<file path="config.mk">
export PLATFORM = sky130hd
export DESIGN_NAME = nvm_access_control_regs
export DESIGN_NICKNAME = d
export VERILOG_FILES = /design/src/hw/nvmac_pkg.sv /design/src/hw/nvm_access_control_regs.sv
export SDC_FILE = /design/constraint.sdc
export NUM_CORES = 1
export LEC_CHECK = 0
export BUFFER_PORTS_ARGS = -buffer_cell sky130_fd_sc_hd__buf_2
export CELL_PAD_IN_SITES_DETAIL_PLACEMENT = 1
export CELL_PAD_IN_SITES_GLOBAL_PLACEMENT = 1
export CORE_UTILIZATION = 39
export DETAILED_ROUTE_END_ITERATION = 10
export MAX_ROUTING_LAYER = met4
export PLACE_DENSITY_LB_ADDON = 0.1
export SETUP_SLACK_MARGIN = 0.4
export SLEW_MARGIN = 20
export SYNTH_ARGS = -nofsm -noshare
export SYNTH_HDL_FRONTEND = slang
export SYNTH_SLANG_ARGS = --single-unit
</file>
<file path="constraint.sdc">
create_clock -name ref_clk -period 2.8 [get_ports ref_clk]
set_input_delay 0.56 -clock ref_clk [delete_from_list [all_inputs] [get_ports ref_clk]]
set_output_delay 0.56 -clock ref_clk [all_outputs]
set_load 0.02 [all_outputs]
</file>
<file path="src/hw/nvmac_pkg.sv">
package nvmac_pkg;

  // Register byte addresses on the APB slave
  localparam logic [11:0] OFS_DATA_LOW = 12'h000;
  localparam logic [11:0] OFS_DATA_HIGH = 12'h004;
  localparam logic [11:0] OFS_ADDR_LOW = 12'h008;
  localparam logic [11:0] OFS_ADDR_HIGH = 12'h00C;
  localparam logic [11:0] OFS_CONTROL = 12'h010;
  localparam logic [11:0] OFS_UNLOCK = 12'h014;

  // Control field positions
  localparam int BIT_RD = 0;
  localparam int BIT_WR = 1;
  localparam int BIT_PEN = 2;
  localparam int BIT_ERR = 3;
  localparam int BIT_FREE = 4;
  localparam int BIT_LATCH_ONLY_LOAD = 5;
  localparam int BIT_CONFIG_SPACE_SELECT = 6;
  localparam int BIT_PGD = 7;

  // Unlock pattern
  localparam logic [7:0] UNLOCK_FIRST = 8'h55;
  localparam logic [7:0] UNLOCK_SECOND = 8'hAA;

  // Reset values
  localparam logic [7:0] RST_ADDR_LOW = 8'h00;
  localparam logic [6:0] RST_ADDR_HIGH = 7'h00;
  localparam logic [7:0] RST_DATA = 8'h00;
  localparam logic [7:0] RST_CONTROL = 8'h00;
  localparam logic [7:0] ADDR_HIGH_FILL = 8'h80;

  // Configuration space readable and writable windows
  localparam logic [14:0] CFG_ID_LAST = 15'h0003;
  localparam logic [14:0] CFG_DEVID = 15'h0006;
  localparam logic [14:0] CFG_WORD_LAST = 15'h0008;
  localparam logic [14:0] CFG_WRITE_LAST = 15'h0003;

  // Operation timing, in ns, and derived cycle counts at 20 MHz
  localparam int CLK_PERIOD_NS = 50;
  localparam int PROG_TIME_NS = 2000;
  localparam int ERASE_TIME_NS = 2000;
  localparam logic [15:0] PROG_CYCLES =
    16'((PROG_TIME_NS + CLK_PERIOD_NS - 1) / CLK_PERIOD_NS);
  localparam logic [15:0] ERASE_CYCLES =
    16'((ERASE_TIME_NS + CLK_PERIOD_NS - 1) / CLK_PERIOD_NS);

  // Unlock detector states
  typedef enum logic [1:0] {
    UL_IDLE = 2'b00,
    UL_GOT55 = 2'b01,
    UL_OPEN = 2'b10
  } nvmac_unlock_t;

  // Operation sequencer states
  typedef enum logic [1:0] {
    OP_IDLE = 2'b00,
    OP_ERASE = 2'b01,
    OP_PROG = 2'b10
  } nvmac_op_t;

endpackage : nvmac_pkg

</file>
<file path="src/hw/nvm_access_control_regs.sv">
// Function
// RQ1 - Eight-bit data-low register, read and write
// RQ2 - Data-high holds six bits, top two zero
// RQ3 - Address-low register, eight bits, resets zero
// RQ4 - Address-high seven bits, bit seven reads one
// RQ5 - Bit seven picks flash over data EEPROM
// RQ6 - Bit six picks configuration and ID space
// RQ7 - Latch-only bit: trigger only loads latches
// RQ8 - Latch-only clear: load then program latches
// RQ9 - EEPROM ignores latch-only, always writes
// RQ10 - Erase bit selects erase, cleared when done
// RQ11 - EEPROM trigger does erase then write
// RQ12 - Error flag set on trigger attempts
// RQ13 - Enable bit gates all program and erase
// RQ14 - Write trigger self-timed, hardware clears it
// RQ15 - Software can only set write trigger
// RQ16 - Read trigger one cycle, set only
// RQ17 - Software writes 55h then AAh first
// RQ18 - Unlock register keeps nothing written
// RQ19 - Bad configuration read clears data pair
// RQ20 - Core stalls during flash erase or write
// RQ21 - Unlock must immediately precede the trigger
//
// Design decisions made here: the placing of the registers and the APB register port.
`timescale 1ns/1ps
`default_nettype none

module nvm_access_control_regs (
  // Clock and reset
  input wire logic ref_clk,
  input wire logic nrst,
  // APB slave
  input wire logic psel,
  input wire logic penable,
  input wire logic pwrite,
  input wire logic [11:0] paddr,
  input wire logic [31:0] pwdata,
  output logic [31:0] prdata,
  output logic pready,
  output logic pslverr,
  // Memory array port
  output logic [14:0] memAddr,
  output logic [13:0] memWdata,
  output logic memFlash,
  output logic memConfig,
  // Array strobes
  output logic memRead,
  output logic memLatch,
  output logic memErase,
  output logic memProgram,
  // Array read-back
  input wire logic [13:0] memRdata,
  // Core stall while flash is busy
  output logic coreStall
);

  typedef struct packed {
    // Software-visible registers
    logic [7:0] dataLow;
    logic [5:0] dataHigh;
    logic [7:0] addrLow;
    logic [6:0] addrHigh;
    logic [7:0] control;
    // Unlock detector and sequencer
    nvmac_pkg::nvmac_unlock_t unlock;
    nvmac_pkg::nvmac_op_t op;
    logic opEeprom;
    logic [15:0] timer;
    // Registered bus answer
    logic [31:0] prdata;
    logic pready;
    logic pslverr;
    // Array strobes and stall
    logic memRead;
    logic memLatch;
    logic memErase;
    logic memProgram;
    logic coreStall;
  } nvmac_state_t;

  nvmac_state_t state_reg;
  nvmac_state_t state_next;

  logic setup;
  logic wrAcc;
  logic rdAcc;
  logic [14:0] address;
  logic cfgReadable;
  logic cfgWritable;
  logic ctrlWrite;
  logic rdRequest;
  logic wrRequest;

  // Setup phase decode; each access answers on its second cycle
  assign setup = psel && !penable;
  assign wrAcc = setup && pwrite;
  assign rdAcc = setup && !pwrite;
  assign address = {state_reg.addrHigh, state_reg.addrLow};

  // Configuration space readable and writable windows
  assign cfgReadable = (address <= nvmac_pkg::CFG_ID_LAST) ||
    (address >= nvmac_pkg::CFG_DEVID &&
    address <= nvmac_pkg::CFG_WORD_LAST);
  assign cfgWritable = address <= nvmac_pkg::CFG_WRITE_LAST;

  // Control write in setup; its read bit and a write attempt's error flag win over hardware clears
  assign ctrlWrite = wrAcc && paddr == nvmac_pkg::OFS_CONTROL;
  assign rdRequest = ctrlWrite && pwdata[nvmac_pkg::BIT_RD] && !pwdata[nvmac_pkg::BIT_WR];
  assign wrRequest = ctrlWrite && pwdata[nvmac_pkg::BIT_WR];

  // Register, unlock and operation sequencing
  always_comb begin
    logic [7:0] wb;
    logic wrTrig;
    logic flashSel;
    logic cfgSel;
    logic idle;
    logic unlocked;
    logic enabled;
    logic eraseSel;
    logic latchSel;
    wb = pwdata[7:0];
    wrTrig = 1'b0;
    cfgSel = state_reg.control[nvmac_pkg::BIT_CONFIG_SPACE_SELECT];
    idle = state_reg.op == nvmac_pkg::OP_IDLE;
    unlocked = state_reg.unlock == nvmac_pkg::UL_OPEN;
    enabled = state_reg.control[nvmac_pkg::BIT_PEN];
    eraseSel = state_reg.control[nvmac_pkg::BIT_FREE];
    latchSel = state_reg.control[nvmac_pkg::BIT_LATCH_ONLY_LOAD];
    // Pulses default low, every register holds
    state_next = state_reg;
    state_next.pready = setup;
    state_next.pslverr = 1'b0;
    state_next.memRead = 1'b0;
    state_next.memLatch = 1'b0;
    state_next.memErase = 1'b0;
    state_next.memProgram = 1'b0;
    // Bit 6 overrides bit 7 when selecting the space
    flashSel = state_reg.control[nvmac_pkg::BIT_CONFIG_SPACE_SELECT] || state_reg.control[nvmac_pkg::BIT_PGD]; // RQ5 RQ6

    // Register reads
    if (rdAcc) begin
      unique case (paddr)
        nvmac_pkg::OFS_DATA_LOW: begin
          state_next.prdata = {24'h000000, state_reg.dataLow}; // RQ1
        end
        nvmac_pkg::OFS_DATA_HIGH: begin
          state_next.prdata = {26'h0, state_reg.dataHigh}; // RQ2
        end
        nvmac_pkg::OFS_ADDR_LOW: begin
          state_next.prdata = {24'h000000, state_reg.addrLow}; // RQ3
        end
        nvmac_pkg::OFS_ADDR_HIGH: begin
          state_next.prdata = {24'h000000, nvmac_pkg::ADDR_HIGH_FILL | {1'b0, state_reg.addrHigh}}; // RQ4
        end
        nvmac_pkg::OFS_CONTROL: begin
          state_next.prdata = {24'h000000, state_reg.control};
        end
        nvmac_pkg::OFS_UNLOCK: begin
          state_next.prdata = 32'h00000000; // RQ18
        end
        default: begin
          state_next.prdata = 32'h00000000;
          state_next.pslverr = 1'b1;
        end
      endcase
    end

    // Any access other than the pattern writes re-arms the detector
    if (setup &&
        !(wrAcc && (paddr == nvmac_pkg::OFS_UNLOCK ||
        (paddr == nvmac_pkg::OFS_CONTROL && wb[nvmac_pkg::BIT_WR])))) begin
      state_next.unlock = nvmac_pkg::UL_IDLE; // RQ21
    end

    // Register writes
    if (wrAcc) begin
      unique case (paddr)
        nvmac_pkg::OFS_DATA_LOW: begin
          state_next.dataLow = wb; // RQ1
        end
        nvmac_pkg::OFS_DATA_HIGH: begin
          state_next.dataHigh = wb[5:0]; // RQ2
        end
        nvmac_pkg::OFS_ADDR_LOW: begin
          state_next.addrLow = wb; // RQ3
        end
        nvmac_pkg::OFS_ADDR_HIGH: begin
          state_next.addrHigh = wb[6:0]; // RQ4
        end
        nvmac_pkg::OFS_UNLOCK: begin
          // Pattern only drives the detector, no value is stored
          if (state_reg.unlock == nvmac_pkg::UL_IDLE &&
              wb == nvmac_pkg::UNLOCK_FIRST) begin
            state_next.unlock = nvmac_pkg::UL_GOT55; // RQ17 RQ18
          end else if (state_reg.unlock == nvmac_pkg::UL_GOT55 &&
              wb == nvmac_pkg::UNLOCK_SECOND) begin
            state_next.unlock = nvmac_pkg::UL_OPEN; // RQ17
          end else begin
            state_next.unlock = nvmac_pkg::UL_IDLE; // RQ21
          end
        end
        nvmac_pkg::OFS_CONTROL: begin
          // Plain bits; busy operation freezes space selection
          if (state_reg.op == nvmac_pkg::OP_IDLE) begin
            state_next.control[7:4] = wb[7:4]; // RQ5 RQ6 RQ7 RQ10
          end
          // Flag follows the written value unless the write trigger is set
          state_next.control[nvmac_pkg::BIT_ERR] = wb[nvmac_pkg::BIT_ERR];
          state_next.control[nvmac_pkg::BIT_PEN] = wb[nvmac_pkg::BIT_PEN]; // RQ13
          // Trigger bits are set-only: zero written leaves them
          if (wb[nvmac_pkg::BIT_WR]) begin
            state_next.control[nvmac_pkg::BIT_ERR] = 1'b1; // RQ12
            wrTrig = 1'b1; // RQ15
          end
          if (wb[nvmac_pkg::BIT_RD] && !wb[nvmac_pkg::BIT_WR]) begin
            state_next.control[nvmac_pkg::BIT_RD] = 1'b1; // RQ16
          end
          // Any control write closes the unlock window
          state_next.unlock = nvmac_pkg::UL_IDLE; // RQ21
        end
        default: begin
          state_next.pslverr = 1'b1;
        end
      endcase
    end

    // Read completes the cycle after it was set
    if (state_reg.control[nvmac_pkg::BIT_RD]) begin
      // A new read set in this same cycle stands
      state_next.control[nvmac_pkg::BIT_RD] = rdRequest; // RQ16
      state_next.memRead = 1'b1;
      if (cfgSel && !cfgReadable) begin
        // Hole in configuration space clears the pair
        state_next.dataLow = 8'h00; // RQ19
        state_next.dataHigh = 6'h00; // RQ19
      end else begin
        state_next.dataLow = memRdata[7:0];
        if (flashSel) begin
          state_next.dataHigh = memRdata[13:8];
        end else begin
          // Data EEPROM words are one byte wide
          state_next.dataHigh = 6'h00;
        end
      end
    end

    // Trigger start: needs idle, unlock just done and enable set
    if (wrTrig &&
        idle &&
        unlocked && // RQ17 RQ21
        wb[nvmac_pkg::BIT_PEN] &&
        enabled) begin // RQ13
      if (!flashSel) begin
        // Data EEPROM: latch-only and erase bits ignored
        state_next.op = nvmac_pkg::OP_ERASE; // RQ9 RQ11
        state_next.opEeprom = 1'b1;
        state_next.timer = nvmac_pkg::ERASE_CYCLES;
        state_next.memErase = 1'b1;
        state_next.control[nvmac_pkg::BIT_WR] = 1'b1; // RQ14
      end else if (cfgSel && !cfgWritable) begin
        // Only user ID words take writes; the rest stay read-only
        state_next.control[nvmac_pkg::BIT_WR] = 1'b0; // Read-only word, refused
      end else if (eraseSel) begin
        // Flash or configuration row erase, core held meanwhile
        state_next.op = nvmac_pkg::OP_ERASE; // RQ10
        state_next.opEeprom = 1'b0;
        state_next.timer = nvmac_pkg::ERASE_CYCLES;
        state_next.memErase = 1'b1;
        state_next.coreStall = 1'b1; // RQ20
        state_next.control[nvmac_pkg::BIT_WR] = 1'b1; // RQ14
      end else if (latchSel) begin
        // Latch update only, finishes at once without error
        state_next.memLatch = 1'b1; // RQ7
        state_next.control[nvmac_pkg::BIT_ERR] = 1'b0;
      end else begin
        // Load the last word, then program all latches
        state_next.memLatch = 1'b1; // RQ8
        state_next.op = nvmac_pkg::OP_PROG; // RQ8
        state_next.opEeprom = 1'b0;
        state_next.timer = nvmac_pkg::PROG_CYCLES;
        state_next.memProgram = 1'b1;
        state_next.coreStall = 1'b1; // RQ20
        state_next.control[nvmac_pkg::BIT_WR] = 1'b1; // RQ14
      end
    end

    // Self-timed sequencer
    unique case (state_reg.op)
      nvmac_pkg::OP_IDLE: begin
        // Nothing runs; triggers are taken above
      end
      nvmac_pkg::OP_ERASE: begin
        if (state_reg.timer > 16'h0001) begin
          state_next.timer = state_reg.timer - 16'h0001;
        // Data EEPROM goes on to its write cycle
        end else if (state_reg.opEeprom) begin
          state_next.op = nvmac_pkg::OP_PROG; // RQ11
          state_next.timer = nvmac_pkg::PROG_CYCLES;
          state_next.memProgram = 1'b1;
        end else begin
          state_next.op = nvmac_pkg::OP_IDLE;
          state_next.control[nvmac_pkg::BIT_FREE] = 1'b0; // RQ10
          state_next.control[nvmac_pkg::BIT_WR] = 1'b0; // RQ14
          // A trigger attempt in this same cycle keeps the flag set
          state_next.control[nvmac_pkg::BIT_ERR] = wrRequest; // RQ12
          state_next.coreStall = 1'b0; // RQ20
        end
      end
      nvmac_pkg::OP_PROG: begin
        if (state_reg.timer > 16'h0001) begin
          state_next.timer = state_reg.timer - 16'h0001;
        end else begin
          state_next.op = nvmac_pkg::OP_IDLE;
          state_next.control[nvmac_pkg::BIT_WR] = 1'b0; // RQ14
          // A trigger attempt in this same cycle keeps the flag set
          state_next.control[nvmac_pkg::BIT_ERR] = wrRequest; // RQ12
          state_next.coreStall = 1'b0; // RQ20
        end
      end
      default: begin
        // Unused code falls back to idle
        state_next.op = nvmac_pkg::OP_IDLE;
      end
    endcase
  end

  // State register
  always_ff @(posedge ref_clk or negedge nrst) begin
    if (!nrst) begin
      // Constants only; an operation in flight is dropped
      state_reg.dataLow <= nvmac_pkg::RST_DATA;
      state_reg.dataHigh <= 6'h00;
      state_reg.addrLow <= nvmac_pkg::RST_ADDR_LOW;
      state_reg.addrHigh <= nvmac_pkg::RST_ADDR_HIGH;
      state_reg.control <= nvmac_pkg::RST_CONTROL;
      state_reg.unlock <= nvmac_pkg::UL_IDLE;
      state_reg.op <= nvmac_pkg::OP_IDLE;
      state_reg.opEeprom <= 1'b0;
      state_reg.timer <= 16'h0000;
      state_reg.prdata <= 32'h00000000;
      state_reg.pready <= 1'b0;
      state_reg.pslverr <= 1'b0;
      state_reg.memRead <= 1'b0;
      state_reg.memLatch <= 1'b0;
      state_reg.memErase <= 1'b0;
      state_reg.memProgram <= 1'b0;
      state_reg.coreStall <= 1'b0;
    end else begin
      state_reg <= state_next;
    end
  end

  // Outputs straight from the state flops
  assign prdata = state_reg.prdata;
  assign pready = state_reg.pready;
  assign pslverr = state_reg.pslverr;

  // Array address, data and space select
  assign memAddr = {state_reg.addrHigh, state_reg.addrLow};
  assign memWdata = {state_reg.dataHigh, state_reg.dataLow};
  assign memFlash = state_reg.control[nvmac_pkg::BIT_PGD];
  assign memConfig = state_reg.control[nvmac_pkg::BIT_CONFIG_SPACE_SELECT];

  // Array strobes and core stall
  assign memRead = state_reg.memRead;
  assign memLatch = state_reg.memLatch;
  assign memErase = state_reg.memErase;
  assign memProgram = state_reg.memProgram;
  assign coreStall = state_reg.coreStall;

endmodule : nvm_access_control_regs

`default_nettype wire

</file>
Word level (Yosys, flattened, before mapping). Cells that the tools add are included.

Register bits: 97. Logic and storage cells: 160.

Order comparisons: 4. $add $sub $neg: 1. Eq/ne operators: 13. Muxes and demuxes: 76. Reductions and logical operators: 46.

Operators by type and width (count): 19-bit two-way mux (5); 16-bit two-way mux (3); 8-bit case mux with 5 select lines (1); 1-bit two-way mux (37); 35-bit two-way mux (1); 16-bit case mux with 2 select lines (1); 14-bit two-way mux (2); 12-bit by 4-bit == test with 1-bit output, second input constant (2); 12-bit by 5-bit == test with 1-bit output, second input constant (2); 2-bit two-way mux (11); 1-bit logical AND (20); 6-bit two-way mux (3); 16-bit by 1-bit > comparator with 1-bit output, second input constant (1); 8-bit two-way mux (2); 16-bit by 1-bit subtractor with 16-bit output, second input constant (1); 15-bit by 3-bit >= comparator with 1-bit output, second input constant (1); 15-bit by 2-bit <= comparator with 1-bit output, second input constant (1); 15-bit by 4-bit <= comparator with 1-bit output, second input constant (1); 12-bit by 3-bit == test with 1-bit output, second input constant (1); 12-bit zero test (1); 4-bit two-way mux (3); 2-bit AND reduction (5); 2-bit nonzero test (5); 3-bit AND reduction (3); 15 further kinds (27).

Longest topological paths before layout.
Word-level depth: 12. Gate-level depth with buffers: 8. Gate-level depth less buffers: 8.

Worst setup path after synthesis. No wires, ideal clock.

Path kind: input-to-reg. Start point: input paddr[11]. End point: register state_reg (netlist bit memAddr[0]). Required time: 2.675 ns. Stages on the path: 6. Path buffers: 1. Data arrival time: 2.220 ns. Slack: 0.456 ns. Cells stage by stage: nor3_1 > nand3_4 > or3b_1 > buf_2 > nor3_4 > mux2_2.

Cells in the longest elaborated chain, start to end: 2.

Ends and longest elaborated chain: start, declared (line nvm_access_control_regs.sv:36) `input wire logic [11:0] paddr,`; 12-bit by 4-bit == test with 1-bit output (line nvm_access_control_regs.sv:178) `unique case (paddr)`; 2-bit AND reduction (no line); end signal, assigned (line nvm_access_control_regs.sv:350) `state_reg <= state_next;`; end, declared (line nvm_access_control_regs.sv:81) `nvmac_state_t state_reg;`.

No other way between the ends. A chain may end at the register's enable or synchronous reset.

==> flow_summary.ini <==
[final_layout]
antenna_cells = 0
syn_to_final_growth_pct = 13.1
nFillCells = 1281
final_common_cell = buf_2
finalInstanceArea_sq_um = 4880
fin_cells = 654
drive_above_1_share = 0.294
final_cell_mix = 84 x buf_2, 73 x dfrtp_1, 37 x nand2_1, 32 x nor2_1, 27 x o21ai_0
fin_nets = 578
largest_reg_flops = 27

[synth]
yosys_warnings = 0
synth-async-reset-ratio = 1.00
ys_seq_area_frac = 0.423
syn_inst = 443
syn-cell-area_sq_um = 4310
synth_edf_count = 0
syn_avg_cell_area_sq_um = 9.74
synth_cell_types = 60
synthFlopType = dfrtp_1
synth_seq_cells = 73

[grt]
antenna_found_initial = 0
grt-ovfl-total = 0
grt_usage = 0.227
grt_max_degree = 41
grt_pass1_vias = 3497
grt_pass1_wl_mm = 19.2

[clocking]
root_buffer = clkbuf_8
cts_made_buffers = 9
path_clk_slew_ns = 0.08
holdBufCountCts = 0
clockBufferDepth = 2
cts_sinks = 73
clock_latency_ns = 0.35
cts_tree = built
htree_levels = 3

[route]
drt_iter0_drc = 138
drt-pass1-iter-count = 6
viasPerCell = 5.20
vias = 3398
avgRoutedWirePerCell_um = 18.6
drc = 0
antenna_left = 0
drt_wl_total_mm = 12.2

[flow_run]
cap_violations = 0

[pwr]
power_leakage_uw = 0.00238
ir_drop_mv = 0.225
power.internal_uw = 1530
combPwrFrac = 0.073
power.density_nw_per_um2 = 417
swShare = 0.247
power_frac_seq = 0.521
p_clk_frac = 0.406
switching_power_uw = 502

[critical_path]
cp_slowest_cell = or4_4
path_cells = or3_1 -> or4_4 -> nor3_4 -> nor2_2 -> nor3_2 -> o21ai_1
endpoint_kind = flip-flop
worstPathArrival_ns = 2.49
cp-start-kind = flip-flop
crit_buf_inv = 0
critPathRequiredTime_ns = 3.03
crit_family = simple AND/OR/NAND/NOR gates
reg2reg_from = state_reg[42]$_DFF_PN0_
crit_fanout = 6
crit_type = reg -> reg
worstReg2RegEnd = state_reg[63]$_DFF_PN0_
reg2reg_depth = 6
slowest_delay_ns = 0.48
rrSetupSlack_ns = 0.54

[min_path]
hp-class = in -> async

[sta]
fin_crit_sh = 0.808
fmax_ghz = 0.442
setup-violations-final = 0
period_minus_slack_ns = 2.26
slew_headroom = 0.567
worst_pin_slew_ns = 0.647
rsz0062_at_grt = yes
finClkSkew_ns = 0.00748
final.setup.tns_ns = 0
slew_violations = 0
hold_violations = 0

[placed_design]
dp.cells = 632
globalplace.congestion = 0.826
dp_hpwl_mm = 9.18
portBuffers = 84
place_area_sq_um = 4600

[die]
initial_utilization = 0.400
die_x_um = 107
io_pins = 133
die_h_um = 107
fp-row-count = 38
die_area_sq_um = 11500
coreArea_sq_um = 10800

[status]
outcome = complete, no violations
## metrics by stage
step / hold WS, ns / setup slack (ns) / total power (uW) / utilization
4_1_cts: 0.115 / 0.423 / 2070 / 0.447
2_1_floorplan: 0.264 / 0.456 / 1170 / -
3_3_place_gp: 0.463 / 0.252 / 1230 / 0.426
3_5_place_dp: 0.471 / 0.186 / 1230 / 0.426
5_1_grt: 0.124 / 0.374 / 2120 / 0.452
6_report: 0.115 / 0.537 / 2030 / 0.452
## power by group through the flow
stage | combinational [uW] | sequential, uW | clock (uW)
after global routing | 163 | 1060 | 895
after CTS | 150 | 1060 | 855
after floorplan | 91.6 | 1080 | 0
final | 149 | 1060 | 825
after global placement | 148 | 1080 | 0
after detailed placement | 150 | 1080 | 0
## cells in the mapped netlist (all sizes together) (4+ instances only)
cell type | number | share of area
dfrtp | 73 | 0.42
buf | 66 | 0.11
nand2 | 38 | 0.033
nor2 | 34 | 0.032
o21ai | 28 | 0.032
a21oi | 19 | 0.022
mux2 | 18 | 0.047
mux2i | 16 | 0.037
inv | 15 | 0.013
nor3 | 15 | 0.025
nor4 | 11 | 0.021
nand3 | 10 | 0.015
xnor2 | 10 | 0.020
a21o | 7 | 0.012
a22o | 7 | 0.014
a22oi | 6 | 0.010
ha | 6 | 0.017
o22ai | 6 | 0.0087
nand2b | 5 | 0.0073
or3 | 4 | 0.0058
or4 | 4 | 0.0078
## worst max-delay path by stage
stage | start | to | cells after the start
2_1_floorplan | paddr[11] | memAddr[0]$_DFFE_PN0P_ | 6
3_3_place_gp | paddr[11] | memAddr[14]$_DFFE_PN0P_ | 8
3_5_place_dp | paddr[11] | memAddr[11]$_DFFE_PN0P_ | 8
4_1_cts | state_reg[42]$_DFF_PN0_ | state_reg[63]$_DFF_PN0_ | 6
5_1_grt | memAddr[10]$_DFFE_PN0P_ | state_reg[56]$_DFF_PN0_ | 6
6_report | state_reg[42]$_DFF_PN0_ | state_reg[63]$_DFF_PN0_ | 6
## cell type report
class / instances / area (sq um) / share of cell area
clock inverters: 3 / 40.0 / 0.00821
repair buffers: 100 / 553 / 0.113
clock buffers: 13 / 149 / 0.0305
multi-input cells: 310 / 2080 / 0.426
flip-flops and latches: 73 / 1830 / 0.374
inverters: 15 / 56.3 / 0.0115
well taps: 140 / 175 / 0.0359
## worst register-to-register path, delay by kind of cell, from the launching register on
kind	cells	cell delay, ns
AO/OA/AOI/OAI	1	0.13
flip-flops	1	0.43
AND/OR/NAND/NOR	5	1.59
## routing by layer
metal / global-route usage / share of wire / routed length [um]
met2: 0.371 / 0.48 / 5900
met1: 0.285 / 0.45 / 5450
met5: - / 0 / 0
met4: 0.0607 / 0.012 / 150
met3: 0.0474 / 0.055 / 664
## logic make-up (layout without fill, tap and decap cells)
kind of cell,Yosys count,after routing,share of synthesized area
simple gates,139,139,0.180
other cells,1,24,0.000869
fa+ha+maj,6,6,0.0174
mux,34,34,0.0841
compound gates,95,96,0.145
flops,73,73,0.423
buf+inv,84,131,0.127
xor+xnor,11,11,0.0223
## repair_timing
item / in CTS / in global routing
setup buffers: 2 / 3
cloned: 0 / 1
endpoints found under the setup margin: 12 / 19
gates resized for setup: 3 / 4
pin swaps: 1 / 3
No activity file was read; power rests on OpenSTA's default activity.
